File: config.mk
export PLATFORM = sky130hd
export DESIGN_NAME = trlc_xcvr_flat
export DESIGN_NICKNAME = d
export VERILOG_FILES = /design/src/trlc_pkg.sv /design/src/trlc_if.sv /design/src/trlc_xcvr.sv /design/src/flat_wrapper.sv
export SDC_FILE = /design/constraint.sdc
export NUM_CORES = 1
export LEC_CHECK = 0
export ABC_CLOCK_PERIOD_IN_PS = 5250
export BUFFER_PORTS_ARGS = -buffer_cell sky130_fd_sc_hd__buf_2
export CAP_MARGIN = 30
export CORE_ASPECT_RATIO = 0.7
export CORE_MARGIN = 2
export CORE_UTILIZATION = 45
export DETAILED_ROUTE_END_ITERATION = 7
export PLACE_DENSITY = 0.66
export SYNTH_ARGS = -nofsm -noshare
export SYNTH_HDL_FRONTEND = slang
export SYNTH_SLANG_ARGS = --single-unit
File: constraint.sdc
create_clock -name pclk -period 5.25 [get_ports pclk]
set_input_delay 0 -clock pclk [delete_from_list [all_inputs] [get_ports pclk]]
set_output_delay 0 -clock pclk [all_outputs]
set_load 0.01 [all_outputs]
File: src/trlc_pkg.sv
// Constants, codes and timing for the transceiver reset and lock control pair
// ======================================================================
// Contract
// - Transmit digital reset clears transmit PCS only
// - Receive resets clear PCS or recovery circuit only
// - Receiver present keeps offset cancellation controller active
// - Reset logic always watches busy with receivers
// - Busy low in first cycle after start-up
// - Busy high from second cycle during cancellation; here busy rises one cycle after the receiver bit is set
// - Busy falls when offset cancellation completes
// - Wait on busy unless transmitter-only configuration
// - Four-lane attachment mode must be bonded
// - PCIe mode uses its own reset sequence; here it runs the automatic-lock sequence of the other modes
// - Non-PCIe modes offer automatic and manual lock
// - Manual lock follows the two select inputs
// - Data select wins; both low means automatic
// - Bonded four-lane group resets as one
// - Reset logic follows documented sequences
// - Analog reset held at least two cycles
// - PLL lock output high while PLL locked
// - Frequency lock high in data mode only
package trlc_pkg;
   // ===================================================================
   // Sizes
   localparam int NUM_CH = 4;
   localparam int CNT_W  = 10;

   // ===================================================================
   // Timing
   localparam int CLK_PERIOD_NS = 40;
   localparam int PD_TIME_NS    = 1000;
   localparam int REF_TIME_NS   = 15000;
   localparam int DIG_TIME_NS   = 4000;
   localparam logic [CNT_W-1:0] PD_CYCLES  = CNT_W'((PD_TIME_NS + CLK_PERIOD_NS - 1) / CLK_PERIOD_NS);
   localparam logic [CNT_W-1:0] REF_CYCLES = CNT_W'((REF_TIME_NS + CLK_PERIOD_NS - 1) / CLK_PERIOD_NS);
   localparam logic [CNT_W-1:0] DIG_CYCLES = CNT_W'((DIG_TIME_NS + CLK_PERIOD_NS - 1) / CLK_PERIOD_NS);
   localparam logic [CNT_W-1:0] ANA_WAIT_CYCLES     = 10'h002;
   // Device-side model figures, plain defaults
   localparam logic [CNT_W-1:0] OC_CYCLES           = 10'h040;
   localparam logic [CNT_W-1:0] TX_PLL_LOCK_CYCLES  = 10'h028;
   localparam logic [CNT_W-1:0] CDR_REF_LOCK_CYCLES = 10'h01e;
   localparam logic [CNT_W-1:0] CDR_DATA_CYCLES     = 10'h010;

   // ===================================================================
   // Functional modes
   localparam logic [1:0] MODE_BASIC = 2'h0;
   localparam logic [1:0] MODE_XAUI  = 2'h1;
   localparam logic [1:0] MODE_PCIE  = 2'h2;

   // ===================================================================
   // Controller registers
   localparam logic [11:0] CTRL_OFFSET = 12'h000;
   localparam logic [11:0] STAT_OFFSET = 12'h004;
   localparam logic [31:0] CTRL_RESET  = 32'h0000_0000;
   localparam int CTRL_START_BIT   = 0;
   localparam int CTRL_HAS_RX_BIT  = 1;
   localparam int CTRL_MANUAL_BIT  = 2;
   localparam int CTRL_BONDED_BIT  = 3;
   localparam int CTRL_MODE_LSB    = 4;
   localparam int CTRL_BLK_PD_BIT  = 6;
   localparam int STAT_DONE_BIT    = 0;
   localparam int STAT_BUSY_BIT    = 1;
   localparam int STAT_PLL_BIT     = 2;
   localparam int STAT_FREQ_BIT    = 3;
   localparam int STAT_REFL_BIT    = 4;
   localparam int STAT_STATE_LSB   = 8;
endpackage

File: src/trlc_if.sv
// Link between the transceiver end and the fabric reset controller
`timescale 1ns/10ps
interface trlc_if;
   logic [trlc_pkg::NUM_CH-1:0] tx_digital_reset;
   logic [trlc_pkg::NUM_CH-1:0] rx_digital_reset;
   logic [trlc_pkg::NUM_CH-1:0] rx_analog_reset;
   logic                        pll_powerdown;
   logic                        block_powerdown;
   logic [trlc_pkg::NUM_CH-1:0] reference_lock_mode;
   logic [trlc_pkg::NUM_CH-1:0] data_lock_mode;
   logic [1:0]                  cfg_mode;
   logic                        cfg_bonded;
   logic                        cfg_has_rx;
   logic                        cfg_manual_lock;
   logic                        busy;
   logic                        pll_locked;
   logic [trlc_pkg::NUM_CH-1:0] rx_pll_locked;
   logic [trlc_pkg::NUM_CH-1:0] rx_freqlocked;

   modport dev (
      input  tx_digital_reset, rx_digital_reset, rx_analog_reset, pll_powerdown, block_powerdown,
      input  reference_lock_mode, data_lock_mode, cfg_mode, cfg_bonded, cfg_has_rx, cfg_manual_lock,
      output busy, pll_locked, rx_pll_locked, rx_freqlocked
   );
   modport ctl (
      output tx_digital_reset, rx_digital_reset, rx_analog_reset, pll_powerdown, block_powerdown,
      output reference_lock_mode, data_lock_mode, cfg_mode, cfg_bonded, cfg_has_rx, cfg_manual_lock,
      input  busy, pll_locked, rx_pll_locked, rx_freqlocked
   );
endinterface

File: src/trlc_xcvr.sv
// Transceiver end: reset domains, offset cancellation busy and lock status
`timescale 1ns/10ps
module trlc_xcvr (
   input  wire logic                        pclk,
   input  wire logic                        presetn,
   trlc_if.dev                              lnk,
   output logic [trlc_pkg::NUM_CH-1:0]      tx_pcs_reset,
   output logic [trlc_pkg::NUM_CH-1:0]      rx_pcs_reset,
   output logic [trlc_pkg::NUM_CH-1:0]      cdr_reset,
   output logic                             cmu_pll_off,
   output logic                             tx_buffer_off,
   output logic                             rx_buffer_off,
   output logic                             deser_off,
   output logic                             offset_cancel_active,
   output logic                             cfg_error
);
   // ===================================================================
   // Types
   typedef enum logic [2:0]
   {
      OC_FIRST = 3'h1,
      OC_RUN   = 3'h2,
      OC_DONE  = 3'h4
   } trlc_oc_type;

   typedef struct packed
   {
      trlc_oc_type                                      oc;
      logic [trlc_pkg::CNT_W-1:0]                       oc_cnt;
      logic                                             busy;
      logic [trlc_pkg::CNT_W-1:0]                       pll_cnt;
      logic                                             pll_locked;
      logic [trlc_pkg::NUM_CH-1:0][trlc_pkg::CNT_W-1:0] cdr_cnt;
      logic [trlc_pkg::NUM_CH-1:0]                      in_data;
      logic [trlc_pkg::NUM_CH-1:0]                      ref_locked;
      logic [trlc_pkg::NUM_CH-1:0]                      tx_pcs_reset;
      logic [trlc_pkg::NUM_CH-1:0]                      rx_pcs_reset;
      logic [trlc_pkg::NUM_CH-1:0]                      cdr_reset;
      logic                                             cmu_pll_off;
      logic                                             tx_buffer_off;
      logic                                             rx_buffer_off;
      logic                                             deser_off;
      logic                                             oc_active;
      logic                                             cfg_error;
   } trlc_dev_type;

   trlc_dev_type s_reg;
   trlc_dev_type s_next;

   logic                        bonded;
   logic                        manual;
   logic                        blk_pd;
   logic [trlc_pkg::NUM_CH-1:0] tx_rst;
   logic [trlc_pkg::NUM_CH-1:0] rx_rst;
   logic [trlc_pkg::NUM_CH-1:0] ana_rst;
   logic [trlc_pkg::NUM_CH-1:0] ref_sel;
   logic [trlc_pkg::NUM_CH-1:0] data_sel;

   // ===================================================================
   // Next state
   always_comb
   begin
      s_next = s_reg;
      blk_pd = lnk.block_powerdown;
      bonded = lnk.cfg_bonded | (lnk.cfg_mode == trlc_pkg::MODE_XAUI);
      // Manual lock is a configuration choice, never in PCIe mode
      manual = lnk.cfg_manual_lock & (lnk.cfg_mode != trlc_pkg::MODE_PCIE);

      // Bonded group follows lane 0 so all four reset together
      if (bonded)
      begin
         tx_rst   = {trlc_pkg::NUM_CH{lnk.tx_digital_reset[0]}};
         rx_rst   = {trlc_pkg::NUM_CH{lnk.rx_digital_reset[0]}};
         ana_rst  = {trlc_pkg::NUM_CH{lnk.rx_analog_reset[0]}};
         ref_sel  = {trlc_pkg::NUM_CH{lnk.reference_lock_mode[0]}};
         data_sel = {trlc_pkg::NUM_CH{lnk.data_lock_mode[0]}};
      end
      else
      begin
         tx_rst   = lnk.tx_digital_reset;
         rx_rst   = lnk.rx_digital_reset;
         ana_rst  = lnk.rx_analog_reset;
         ref_sel  = lnk.reference_lock_mode;
         data_sel = lnk.data_lock_mode;
      end
      // Unbonded four-lane mode is illegal; flagged, then forced bonded
      s_next.cfg_error = (lnk.cfg_mode == trlc_pkg::MODE_XAUI) & ~lnk.cfg_bonded;

      // Reset domains; buffers and deserializer only follow block power-down
      s_next.tx_pcs_reset  = tx_rst | {trlc_pkg::NUM_CH{blk_pd}};
      s_next.rx_pcs_reset  = rx_rst | {trlc_pkg::NUM_CH{blk_pd}};
      s_next.cdr_reset     = ana_rst | {trlc_pkg::NUM_CH{blk_pd}};
      s_next.cmu_pll_off   = lnk.pll_powerdown | blk_pd;
      s_next.tx_buffer_off = blk_pd;
      s_next.rx_buffer_off = blk_pd;
      s_next.deser_off     = blk_pd;

      // Transmit PLL lock model
      if (lnk.pll_powerdown | blk_pd)
      begin
         s_next.pll_cnt = '0;
      end
      else if (s_reg.pll_cnt != trlc_pkg::TX_PLL_LOCK_CYCLES)
      begin
         s_next.pll_cnt = s_reg.pll_cnt + 1'b1;
      end
      s_next.pll_locked = (s_next.pll_cnt == trlc_pkg::TX_PLL_LOCK_CYCLES);

      // Offset cancellation; runs once after start-up when a receiver exists
      s_next.oc_active = lnk.cfg_has_rx;
      case (s_reg.oc)
         OC_FIRST:
         begin
            // Busy stayed low through the first cycle
            s_next.oc_cnt = '0;
            if (lnk.cfg_has_rx)
            begin
               s_next.oc   = OC_RUN;
               s_next.busy = 1'b1;
            end
            else
            begin
               // Receiver set up later by software; cancellation waits for it
               s_next.oc   = OC_FIRST;
               s_next.busy = 1'b0;
            end
         end
         OC_RUN:
         begin
            s_next.oc_cnt = s_reg.oc_cnt + 1'b1;
            if (s_reg.oc_cnt == trlc_pkg::OC_CYCLES - 1'b1)
            begin
               s_next.oc   = OC_DONE;
               s_next.busy = 1'b0;
            end
         end
         OC_DONE:
         begin
            s_next.busy = 1'b0;
         end
         default:
         begin
            s_next.oc   = OC_DONE;
            s_next.busy = 1'b0;
         end
      endcase

      // Recovery circuit per channel
      for (int i = 0; i < trlc_pkg::NUM_CH; i++)
      begin
         if (s_next.cdr_reset[i] | ~lnk.cfg_has_rx)
         begin
            s_next.cdr_cnt[i]    = '0;
            s_next.in_data[i]    = 1'b0;
            s_next.ref_locked[i] = 1'b0;
         end
         else if (manual & data_sel[i])
         begin
            // Data select wins over reference select
            s_next.in_data[i]    = 1'b1;
            s_next.ref_locked[i] = 1'b0;
            s_next.cdr_cnt[i]    = '0;
         end
         else if (manual & ref_sel[i])
         begin
            s_next.in_data[i] = 1'b0;
            // Locking waits for the PLL and for cancellation to finish
            if (s_reg.pll_locked & ~s_reg.busy & (s_reg.cdr_cnt[i] != trlc_pkg::CDR_REF_LOCK_CYCLES))
            begin
               s_next.cdr_cnt[i] = s_reg.cdr_cnt[i] + 1'b1;
            end
            s_next.ref_locked[i] = (s_next.cdr_cnt[i] == trlc_pkg::CDR_REF_LOCK_CYCLES);
         end
         else
         begin
            // Automatic: lock to reference, then hand over to data
            s_next.ref_locked[i] = 1'b0;
            if (~s_reg.in_data[i] & s_reg.pll_locked & ~s_reg.busy)
            begin
               s_next.cdr_cnt[i] = s_reg.cdr_cnt[i] + 1'b1;
               if (s_reg.cdr_cnt[i] == trlc_pkg::CDR_REF_LOCK_CYCLES + trlc_pkg::CDR_DATA_CYCLES)
               begin
                  s_next.in_data[i] = 1'b1;
               end
            end
         end
      end
   end

   // ===================================================================
   // State register
   always_ff @(posedge pclk or negedge presetn)
   begin
      if (!presetn)
      begin
         s_reg               <= '0;
         s_reg.oc            <= OC_FIRST;
         s_reg.tx_pcs_reset  <= '1;
         s_reg.rx_pcs_reset  <= '1;
         s_reg.cdr_reset     <= '1;
         s_reg.cmu_pll_off   <= 1'b1;
      end
      else
      begin
         s_reg <= s_next;
      end
   end

   // ===================================================================
   // Outputs
   assign lnk.busy             = s_reg.busy;
   assign lnk.pll_locked       = s_reg.pll_locked;
   assign lnk.rx_pll_locked    = s_reg.ref_locked;
   assign lnk.rx_freqlocked    = s_reg.in_data;
   assign tx_pcs_reset         = s_reg.tx_pcs_reset;
   assign rx_pcs_reset         = s_reg.rx_pcs_reset;
   assign cdr_reset            = s_reg.cdr_reset;
   assign cmu_pll_off          = s_reg.cmu_pll_off;
   assign tx_buffer_off        = s_reg.tx_buffer_off;
   assign rx_buffer_off        = s_reg.rx_buffer_off;
   assign deser_off            = s_reg.deser_off;
   assign offset_cancel_active = s_reg.oc_active;
   assign cfg_error            = s_reg.cfg_error;
endmodule
File: src/flat_wrapper.sv
// flat-port wrapper written by rule: the top's interface ports become plain ports
module trlc_xcvr_flat 
  (pclk, presetn, tx_pcs_reset, rx_pcs_reset, cdr_reset, cmu_pll_off, tx_buffer_off, rx_buffer_off, deser_off, offset_cancel_active, cfg_error, lnk_tx_digital_reset, lnk_rx_digital_reset, lnk_rx_analog_reset, lnk_pll_powerdown, lnk_block_powerdown, lnk_reference_lock_mode, lnk_data_lock_mode, lnk_cfg_mode, lnk_cfg_bonded, lnk_cfg_has_rx, lnk_cfg_manual_lock, lnk_busy, lnk_pll_locked, lnk_rx_pll_locked, lnk_rx_freqlocked);
  trlc_if lnk_i ();
  input  wire logic pclk;
  input  wire logic presetn;
  output logic [trlc_pkg::NUM_CH-1:0] tx_pcs_reset;
  output logic [trlc_pkg::NUM_CH-1:0] rx_pcs_reset;
  output logic [trlc_pkg::NUM_CH-1:0] cdr_reset;
  output logic cmu_pll_off;
  output logic tx_buffer_off;
  output logic rx_buffer_off;
  output logic deser_off;
  output logic offset_cancel_active;
  output logic cfg_error;
  input wire logic [$bits(lnk_i.tx_digital_reset)-1:0] lnk_tx_digital_reset;
  input wire logic [$bits(lnk_i.rx_digital_reset)-1:0] lnk_rx_digital_reset;
  input wire logic [$bits(lnk_i.rx_analog_reset)-1:0] lnk_rx_analog_reset;
  input wire logic [$bits(lnk_i.pll_powerdown)-1:0] lnk_pll_powerdown;
  input wire logic [$bits(lnk_i.block_powerdown)-1:0] lnk_block_powerdown;
  input wire logic [$bits(lnk_i.reference_lock_mode)-1:0] lnk_reference_lock_mode;
  input wire logic [$bits(lnk_i.data_lock_mode)-1:0] lnk_data_lock_mode;
  input wire logic [$bits(lnk_i.cfg_mode)-1:0] lnk_cfg_mode;
  input wire logic [$bits(lnk_i.cfg_bonded)-1:0] lnk_cfg_bonded;
  input wire logic [$bits(lnk_i.cfg_has_rx)-1:0] lnk_cfg_has_rx;
  input wire logic [$bits(lnk_i.cfg_manual_lock)-1:0] lnk_cfg_manual_lock;
  output wire logic [$bits(lnk_i.busy)-1:0] lnk_busy;
  output wire logic [$bits(lnk_i.pll_locked)-1:0] lnk_pll_locked;
  output wire logic [$bits(lnk_i.rx_pll_locked)-1:0] lnk_rx_pll_locked;
  output wire logic [$bits(lnk_i.rx_freqlocked)-1:0] lnk_rx_freqlocked;
  assign lnk_i.tx_digital_reset = lnk_tx_digital_reset;
  assign lnk_i.rx_digital_reset = lnk_rx_digital_reset;
  assign lnk_i.rx_analog_reset = lnk_rx_analog_reset;
  assign lnk_i.pll_powerdown = lnk_pll_powerdown;
  assign lnk_i.block_powerdown = lnk_block_powerdown;
  assign lnk_i.reference_lock_mode = lnk_reference_lock_mode;
  assign lnk_i.data_lock_mode = lnk_data_lock_mode;
  assign lnk_i.cfg_mode = lnk_cfg_mode;
  assign lnk_i.cfg_bonded = lnk_cfg_bonded;
  assign lnk_i.cfg_has_rx = lnk_cfg_has_rx;
  assign lnk_i.cfg_manual_lock = lnk_cfg_manual_lock;
  assign lnk_busy = lnk_i.busy;
  assign lnk_pll_locked = lnk_i.pll_locked;
  assign lnk_rx_pll_locked = lnk_i.rx_pll_locked;
  assign lnk_rx_freqlocked = lnk_i.rx_freqlocked;
  trlc_xcvr u_core (.pclk(pclk), .presetn(presetn), .lnk(lnk_i), .tx_pcs_reset(tx_pcs_reset), .rx_pcs_reset(rx_pcs_reset), .cdr_reset(cdr_reset), .cmu_pll_off(cmu_pll_off), .tx_buffer_off(tx_buffer_off), .rx_buffer_off(rx_buffer_off), .deser_off(deser_off), .offset_cancel_active(offset_cancel_active), .cfg_error(cfg_error));
endmodule
==> impl_metrics.json, run 1 <==
{
  "period_minus_slack_ps": 2500,
  "htree_levels": 3,
  "route.detailed.drc": 0,
  "drtPass1Iterations": 5,
  "viasPerCell": 5.91,
  "grt_pass1_vias": 4899,
  "cp.required_ps": 5510,
  "num_vias": 5037,
  "largest_register_ffs": 63,
  "peakVddDrop_uv": 181,
  "avgSynthCellArea_sq_um": 8.67,
  "cp-end-kind": "register",
  "die-area_sq_um": 13500,
  "fin_skew_ps": 12.4,
  "yosysMostFrequentCell": "dfrtp_1",
  "ctsResizeCount": 0,
  "postRouteAntennaNets": 0,
  "port_buffers": 56,
  "yosys-top-cells-count": "dfrtp_1, nor2_1, nand2_1",
  "cts.path.max_buffers": 2,
  "met1_usage_pct": 29.5,
  "power_frac_seq_pct": 48.5,
  "path_clk_slew_ps": 70,
  "async_flop_share_pct": 100,
  "r2r_start": "u_core.s_reg[36]",
  "antenna_found_initial": 0,
  "cts_tree": "built",
  "switching_share_pct": 25.2,
  "yosysTopAreaCell": "dfrtp_1",
  "io_pins": 57,
  "synth.cell_area_sq_um": 5640,
  "cts_inserted_buffers": 9,
  "dp_hpwl_microns": 9900,
  "overflow": 0,
  "p_int_w": 0.00109,
  "setup_violations": 0,
  "rows": 34,
  "hold_path.class": "primary input to register",
  "ys_ff_latch": 89,
  "fin_crit_sh_pct": 47.7,
  "cts_root_buf": "clkbuf_16",
  "synth_top_area_share_pct": 33.3,
  "clockPowerShare_pct": 43.8,
  "synth-main-ff-cell": "dfrtp_1",
  "fin_nets": 725,
  "worst_pin_slew_ps": 633,
  "rsz0062_at_grt": "false",
  "grt_use_met3_pct": 4.02,
  "synth-edff-count": 0,
  "tns_ps": 0,
  "crit_arrival_ps": 2760,
  "power_frac_comb_pct": 7.7,
  "drive_gt1_share_pct": 15.9,
  "synth_area_leaders": "dfrtp_1, dfstp_2, nor2_1",
  "synthCells": 650,
  "antenna_cells": 0,
  "core_region_area_sq_um": 12300,
  "clock_latency_ps": 350,
  "hold_ws_ps": 96.3,
  "grt_max_degree": 47,
  "wl_per_cell_microns": 16.2,
  "grt-busiest-layer": "met2",
  "max_slew_margin_pct": 57.5,
  "worst-setup-path-type": "register to register",
  "power_density_nw_per_um2": 229,
  "endpoint": "u_core.s_reg[41]",
  "grt_first_pass_wirelength_microns": 23600,
  "startpoint_type": "register",
  "cts_sinks": 89,
  "initial_utilization_pct": 45.7,
  "r2r_slack_ps": 2750,
  "grtUsageMet2_pct": 36.0,
  "gr-usage-all-layers_pct": 21.8,
  "drt_iter0_markers": 552,
  "max_freq_mhz": 399,
  "finalHoldViolations": 0,
  "syn2layout_area_growth_pct": 12.7,
  "gp_congestion": 0.919,
  "p_leak_nw": 2.60,
  "cp-startpoint": "u_core.s_reg[36]",
  "path_max_fanout": 8,
  "maxCapViolations": 0,
  "ys_types": 70,
  "seq_area_frac_synth_pct": 39.8,
  "slew_violations": 0,
  "r2r_end": "u_core.s_reg[41]",
  "synth_fp_nets": 690,
  "die_width_microns": 138,
  "routed_wl_microns": 13800,
  "yosys_warnings": 0,
  "power.switching_w": 0.000366,
  "die_y_microns": 97.6,
  "outcome": "completed",
  "ff2ff_path_depth": 8
}
through the flow:
step | utilization [%] | instances | instance area, sq um | setup WS [ps] | power, W
3_5_place_dp | 47.3 | 813 | 5830 | 2770 | 0.000816
4_1_cts | 51.4 | 851 | 6340 | 2750 | 0.00146
3_3_place_gp | 47.2 | 811 | 5820 | 2890 | 0.000813
6_report | 51.5 | 852 | 6350 | 2750 | 0.00145
5_1_grt | 51.5 | 852 | 6350 | 2520 | 0.00151
2_1_floorplan | - | 650 | 5640 | 2860 | 0.000775
worst min-delay path by stage:
| stage | startpoint | end | slack, ps | depth (start not counted) |
|---|---|---|---|---|
| after detailed placement | presetn | u_core.s_reg[67] | 50 | 1 |
| after global routing | lnk_cfg_mode[0] | u_core.cfg_error | 100 | 3 |
| after CTS | lnk_cfg_mode[0] | u_core.cfg_error | 90 | 3 |
| final | lnk_cfg_manual_lock | u_core.lnk.rx_freqlocked[3] | 100 | 3 |
| after global placement | presetn | u_core.s_reg[68] | 30 | 1 |
| after floorplan | presetn | u_core.cfg_error | -300 | 0 |
cell type report:
class	instances	area, sq um
Clock buffer	10	239
Fill cell	1162	5990
Clock inverter	6	53.8
Timing Repair Buffer	83	538
Inverter	20	75.1
Multi-Input combinational cell	482	3000
Sequential cell	89	2240
Tap cell	162	203
per-layer routing:
| layer | up-vias | routed length [microns] |
|---|---|---|
| met5 | - | 0 |
| met4 | 0 | 155 |
| li1 | 2406 | - |
| met2 | 152 | 6540 |
| met1 | 2464 | 6360 |
| met3 | 15 | 718 |
critical path, cell delays in order, from the launching register on:
cell and delay, ps:
dfrtp_1 470, inv_1 130, ha_1 150, nor4b_2 230
nand4_1 200, or4b_1 620, and3_1 280, a31o_1 230
a21oi_1 120
cells by family after synthesis:
family | share of synthesized area, %
AO/OA/AOI/OAI | 15.9
XOR/XNOR | 5.90
adder cells (fa/ha/maj) | 2.97
buffers and inverters | 7.04
flip-flops | 39.8
multiplexers | 1.24
AND/OR/NAND/NOR | 27.1
power groups by stage:
stage	Combinational, W	Clock, W	Sequential [W]
2_1_floorplan	0.0000584	0	0.000717
3_3_place_gp	0.0000966	0	0.000716
3_5_place_dp	0.0000990	0	0.000717
4_1_cts	0.000113	0.000647	0.000704
5_1_grt	0.000126	0.000680	0.000705
6_report	0.000112	0.000635	0.000704
cell usage in the layout, fill, tap and decap left out, drive strengths merged, types with 9 or more instances in the layout:
master | Yosys | layout
a21oi | 29 | 29
a31oi | 13 | 13
and2 | 10 | 10
and3 | 17 | 17
and4 | 10 | 10
buf | 27 | 61
clkbuf | 32 | 10
dfrtp | 75 | 75
dfstp | 14 | 14
dlygate4sd3 | 0 | 22
ha | 11 | 11
inv | 20 | 24
nand2 | 60 | 60
nand3 | 28 | 28
nand4 | 28 | 28
nor2 | 64 | 64
nor3 | 12 | 12
nor4 | 9 | 9
o21ai | 34 | 34
o31ai | 10 | 10
xnor2 | 13 | 13
xor2 | 25 | 25
timing repair:
action	4_1_cts	5_1_grt
hold buffers	22	0
hold endpoints to repair	52	0
setup buffers	0	0
(Power assumes the default switching activity.)
==> inputs of run 2 (changes only) <==
--- a/config.mk
+++ b/config.mk
@@ -5,14 +5,14 @@
 export SDC_FILE = /design/constraint.sdc
 export NUM_CORES = 1
 export LEC_CHECK = 0
-export ABC_CLOCK_PERIOD_IN_PS = 5250
+export ABC_CLOCK_PERIOD_IN_PS = 2000
 export BUFFER_PORTS_ARGS = -buffer_cell sky130_fd_sc_hd__buf_2
 export CAP_MARGIN = 30
 export CORE_ASPECT_RATIO = 0.7
 export CORE_MARGIN = 2
 export CORE_UTILIZATION = 45
 export DETAILED_ROUTE_END_ITERATION = 7
-export PLACE_DENSITY = 0.66
+export PLACE_DENSITY = 0.68
 export SYNTH_ARGS = -nofsm -noshare
 export SYNTH_HDL_FRONTEND = slang
 export SYNTH_SLANG_ARGS = --single-unit
==> constraint.sdc (replaced) <==
create_clock -name pclk -period 2 [get_ports pclk]
set_input_delay 0 -clock pclk [delete_from_list [all_inputs] [get_ports pclk]]
set_output_delay 0 -clock pclk [all_outputs]
set_load 0.01 [all_outputs]
==> run 2 against run 1 <==
The flow now finishes with violations (setup timing). Critical path depth is 2 lower. Sequential cell count unchanged. Critical path type unchanged. Clock power grew to 2.5 times the previous value.
==> impl_metrics.json, run 2 (synthesis results as in run 1) <==
{
  "drtPass1Iterations": 5,
  "path_max_fanout": 2,
  "cts_sinks": 89,
  "max_freq_mhz": 452,
  "rsz0062_at_grt": "true",
  "power_frac_comb_pct": 8.5,
  "hold_ws_ps": 30.9,
  "htree_levels": 3,
  "initial_utilization_pct": 45.7,
  "die_y_microns": 97.6,
  "largest_register_ffs": 63,
  "dp_hpwl_microns": 10600,
  "antenna_found_initial": 0,
  "slew_violations": 0,
  "drive_gt1_share_pct": 29.4,
  "gr-usage-all-layers_pct": 22.7,
  "r2r_start": "u_core.s_reg[65]",
  "clock_latency_ps": 350,
  "hold_path.class": "primary input to register",
  "port_buffers": 56,
  "outcome": "complete, but fails checks",
  "syn2layout_area_growth_pct": 27.4,
  "max_slew_margin_pct": 57.7,
  "grt_first_pass_wirelength_microns": 24600,
  "rows": 34,
  "fin_nets": 800,
  "cts_tree": "built",
  "failed_checks": "setup timing",
  "finalHoldViolations": 0,
  "mostFrequentLayoutCell": "buf_4",
  "cts.path.max_buffers": 2,
  "switching_share_pct": 25.2,
  "multi_input_area_sq_um": 3260,
  "io_pins": 57,
  "setup_violations": 17,
  "route.detailed.drc": 0,
  "period_minus_slack_ps": 2210,
  "grt_max_degree": 45,
  "antenna_cells": 0,
  "p_int_w": 0.00282,
  "fin_util_pct": 58.2,
  "grt_pass1_vias": 4972,
  "die_width_microns": 138,
  "fillers": 1054,
  "power_frac_seq_pct": 49.0,
  "layout_common_cells": "buf_4, dfrtp_1, nor2_1",
  "core_region_area_sq_um": 12300,
  "cts_inserted_buffers": 9,
  "num_vias": 5270,
  "worst-setup-path-type": "register to register",
  "viasPerCell": 5.69,
  "fin_skew_ps": 11.4,
  "fin_crit_sh_pct": 111,
  "path_clk_slew_ps": 70,
  "peakVddDrop_uv": 396,
  "cp.required_ps": 2270,
  "cp-end-kind": "register",
  "cp-startpoint": "u_core.s_reg[65]",
  "power.switching_w": 0.000950,
  "endpoint": "u_core.lnk.rx_pll_locked[3]",
  "r2r_end": "u_core.lnk.rx_pll_locked[3]",
  "r2r_slack_ps": -210,
  "power_density_nw_per_um2": 525,
  "wl_per_cell_microns": 15.7,
  "postRouteAntennaNets": 0,
  "drt_iter0_markers": 470,
  "startpoint_type": "register",
  "setup_slack_ps": -211,
  "ff2ff_path_depth": 6,
  "die-area_sq_um": 13500,
  "seq_area_sq_um": 2240,
  "maxCapViolations": 0,
  "clockPowerShare_pct": 42.6,
  "gp_congestion": 0.955,
  "worst_pin_slew_ps": 635,
  "overflow": 0,
  "tns_ps": -976,
  "cts_root_buf": "clkbuf_16",
  "routed_wl_microns": 14600,
  "p_leak_nw": 3.01,
  "crit_arrival_ps": 2480
}
==> run 2: per-layer routing <==
| layer | GRT usage, % | share of wire, % |
|---|---|---|
| met1 | 32.6 | 47 |
| met2 | 35.4 | 47 |
| met3 | 5.22 | 4.8 |
| met4 | 4.32 | 0.66 |
| met5 | 0 | 0 |
==> run 2: timing repair <==
item                                    in CTS  in global routing
pin swaps                                   22                 19
gates cloned                                 0                  0
buffers inserted                             3                  1
hold buffers                                21                  0
endpoints found under the hold margin       59                  0
endpoints found under the setup margin      27                 45
resized for setup                           16                 33
==> run 2: power by group through the flow <==
stage | clock, W | sequential, W | combinational (W)
CTS | 0.00164 | 0.00185 | 0.000316
global route | 0.00173 | 0.00185 | 0.000360
floorplan | 0 | 0.00188 | 0.000154
finish | 0.00161 | 0.00185 | 0.000319
global placement | 0 | 0.00188 | 0.000273
detailed placement | 0 | 0.00188 | 0.000279
==> run 2: worst max-delay path, cell delays in order (launching register included) <==
cell      delay [ps]
dfrtp_1          390
or4b_4           540
or3_4            360
a211oi_2         190
a31oi_1           60
or4b_1           490
nor3_2           120
==> run 2: worst min path at each step <==
stage	slack [ps]	start	cells after the start	end
after CTS	10	lnk_rx_analog_reset[3]	4	u_core.lnk.rx_freqlocked[3]
final	30	lnk_rx_analog_reset[3]	4	u_core.lnk.rx_freqlocked[3]
after global routing	70	lnk_rx_analog_reset[3]	3	u_core.cdr_reset[3]
after floorplan	-300	presetn	0	u_core.cfg_error
after detailed placement	70	presetn	1	u_core.s_reg[68]
after global placement	50	presetn	1	u_core.s_reg[68]
==> run 2: layout make-up <==
cell class | count | area share, %
Multi-Input combinational cell | 482 | 45.4
Clock buffer | 10 | 3.19
Sequential cell | 89 | 31.3
Inverter | 20 | 1.08
Timing Repair Buffer | 158 | 15.6
Tap cell | 162 | 2.82
Clock inverter | 6 | 0.680
==> run 2: through the flow <==
| step | power, W | std cells | area [sq um] | setup WS, ps |
|---|---|---|---|---|
| global route | 0.00394 | 927 | 7180 | -261 |
| detailed placement | 0.00216 | 886 | 6430 | -301 |
| CTS | 0.00381 | 926 | 7030 | -246 |
| floorplan | 0.00204 | 650 | 5690 | -295 |
| finish | 0.00377 | 927 | 7180 | -211 |
| global placement | 0.00215 | 886 | 6430 | -186 |
==> inputs of run 3 (changes only) <==
--- a/config.mk
+++ b/config.mk
@@ -6,7 +6,7 @@
 export NUM_CORES = 1
 export LEC_CHECK = 0
 export ABC_CLOCK_PERIOD_IN_PS = 2000
-export BUFFER_PORTS_ARGS = -buffer_cell sky130_fd_sc_hd__buf_2
+export BUFFER_PORTS_ARGS = -buffer_cell sky130_fd_sc_hd__clkbuf_2
 export CAP_MARGIN = 30
 export CORE_ASPECT_RATIO = 0.7
 export CORE_MARGIN = 2
==> run 3 against run 2 <==
The flow finishes with violations (hold timing, setup timing). Combinational power barely moved. Setup slack worse by 46 ps. Critical path depth is the same. Total power is 1.1% higher. Sequential share of layout area is essentially flat. Count of clock-buffer cells in the layout unchanged. Design area is 0.21% higher. Sequential cell count unchanged. Via count up 1.2%. Final cell count grew 0.11%. Critical endpoint unchanged. Largest power group unchanged.
==> impl_metrics.json, run 3 (synthesis results as in run 1) <==
{
  "crit_arrival_ps": 2530,
  "die_y_microns": 97.6,
  "gr-usage-all-layers_pct": 23.2,
  "power_density_nw_per_um2": 530,
  "clock_latency_ps": 350,
  "die-area_sq_um": 13500,
  "worst_pin_slew_ps": 508,
  "endpoint": "u_core.lnk.rx_pll_locked[3]",
  "antenna_found_initial": 1,
  "peakVddDrop_uv": 430,
  "layoutNonFillerInstCount": 928,
  "startpoint_type": "register",
  "setup_violations": 14,
  "failed_checks": "hold timing, setup timing",
  "drt_iter0_markers": 524,
  "initial_utilization_pct": 45.7,
  "maxCapViolations": 0,
  "drtPass1Iterations": 5,
  "mostFrequentLayoutCell": "buf_4",
  "r2r_slack_ps": -260,
  "power_frac_comb_pct": 8.4,
  "port_buffers": 56,
  "power_frac_seq_pct": 48.5,
  "fin_nets": 800,
  "syn2layout_area_growth_pct": 27.7,
  "r2r_end": "u_core.lnk.rx_pll_locked[3]",
  "largest_register_ffs": 63,
  "cp.required_ps": 2280,
  "finalHoldViolations": 1,
  "dp_hpwl_microns": 10700,
  "gp_congestion": 0.922,
  "cts.path.max_buffers": 2,
  "placed_cells": 882,
  "period_minus_slack_ps": 2260,
  "outcome": "complete, but fails checks",
  "hold_ws_ps": -2.46,
  "num_vias": 5335,
  "grt_pass1_vias": 5173,
  "htree_levels": 3,
  "fillers": 1099,
  "ff2ff_path_depth": 6,
  "p_leak_nw": 3.03,
  "cts_tree": "built",
  "cts_sinks": 89,
  "stdcell_area_sq_um": 7200,
  "drive_gt1_share_pct": 29.7,
  "cts_inserted_buffers": 9,
  "max_freq_mhz": 443,
  "viasPerCell": 5.75,
  "cp-startpoint": "u_core.s_reg[65]",
  "cts_root_buf": "clkbuf_16",
  "fin_crit_sh_pct": 113,
  "power.switching_w": 0.000957,
  "routed_wl_microns": 14900,
  "postRouteAntennaNets": 0,
  "route.detailed.drc": 0,
  "setup_slack_ps": -256,
  "fin_skew_ps": 5.86,
  "switching_share_pct": 25.1,
  "core_region_area_sq_um": 12300,
  "worst-setup-path-type": "register to register",
  "wl_per_cell_microns": 16.0,
  "rsz0062_at_grt": "true",
  "grt_first_pass_wirelength_microns": 25000,
  "rows": 34,
  "overflow": 0,
  "cp-end-kind": "register",
  "grt_max_degree": 34,
  "io_pins": 57,
  "r2r_start": "u_core.s_reg[65]",
  "power.total_w": 0.00381,
  "max_slew_margin_pct": 65.8,
  "path_max_fanout": 2,
  "hold_path.class": "primary input to register",
  "clockPowerShare_pct": 43.1,
  "tns_ps": -1200,
  "path_clk_slew_ps": 70,
  "p_int_w": 0.00286,
  "dpl-instance-area_sq_um": 6410,
  "slew_violations": 0,
  "layout_common_cells": "buf_4, dfrtp_1, nor2_1",
  "die_width_microns": 138
}
run 3: cell count changes in the layout (fill, tap and decap cells not counted), sizes merged:
| cell | delta |
|---|---|
| buf | -54 |
| clkbuf | +54 |
| clkinv | +2 |
| clkinvlp | -2 |
| diode | +1 |
run 3: worst max-delay path: stages (launching register included):
cell	delay [ps]
dfrtp_1	380
or4b_4	540
or3_4	350
a211oi_2	180
a31oi_1	70
or4b_4	560
nor3_2	110
run 3: how the worst min path moves through the flow:
stage | from | end | cells past startpoint
floorplan | presetn | u_core.cfg_error | 0
global placement | presetn | u_core.s_reg[72] | 1
detailed placement | presetn | u_core.s_reg[68] | 1
CTS | lnk_pll_powerdown | u_core.cmu_pll_off | 2
global route | lnk_pll_powerdown | u_core.cmu_pll_off | 2
finish | lnk_pll_powerdown | u_core.cmu_pll_off | 2
run 3: final cells by class:
class	instances	area (sq um)	area share, %
flip-flops and latches	89	2250	31.2
diodes	1	2.50	0.0348
multi-input cells	482	3240	45.0
well taps	162	203	2.82
repair buffers	158	1140	15.8
inverters	20	77.6	1.08
clock buffers	10	239	3.32
clock inverters	6	48.8	0.678
run 3: metal layers:
layer | track usage [%] | part of all wire [%] | vias to the layer above
met4 | 5.97 | 1.1 | 0
met5 | 0 | 0 | -
met2 | 36.8 | 48 | 151
met3 | 4.33 | 5.4 | 16
li1 | - | - | 2566
met1 | 32.6 | 46 | 2602
run 3: power groups by stage:
stage	clock network [W]	registers [W]	logic, W
after detailed placement	0	0.00188	0.000276
after CTS	0.00170	0.00185	0.000316
after floorplan	0	0.00188	0.000154
final	0.00164	0.00185	0.000319
after global placement	0	0.00188	0.000270
after global routing	0.00176	0.00185	0.000358
run 3: what timing repair did:
item	in CTS	in global routing
setup buffers	5	3
pin swaps	23	25
gates cloned	0	0
setup endpoints to repair	29	40
hold buffers	21	0
hold endpoints to repair	76	0
resized for setup	18	35
run 3: per-stage QoR:
stage	setup slack [ps]	util (%)
after floorplan	-295	-
after global placement	-209	52.0
after detailed placement	-252	52.0
after CTS	-263	57.0
after global routing	-348	58.3
final	-256	58.3
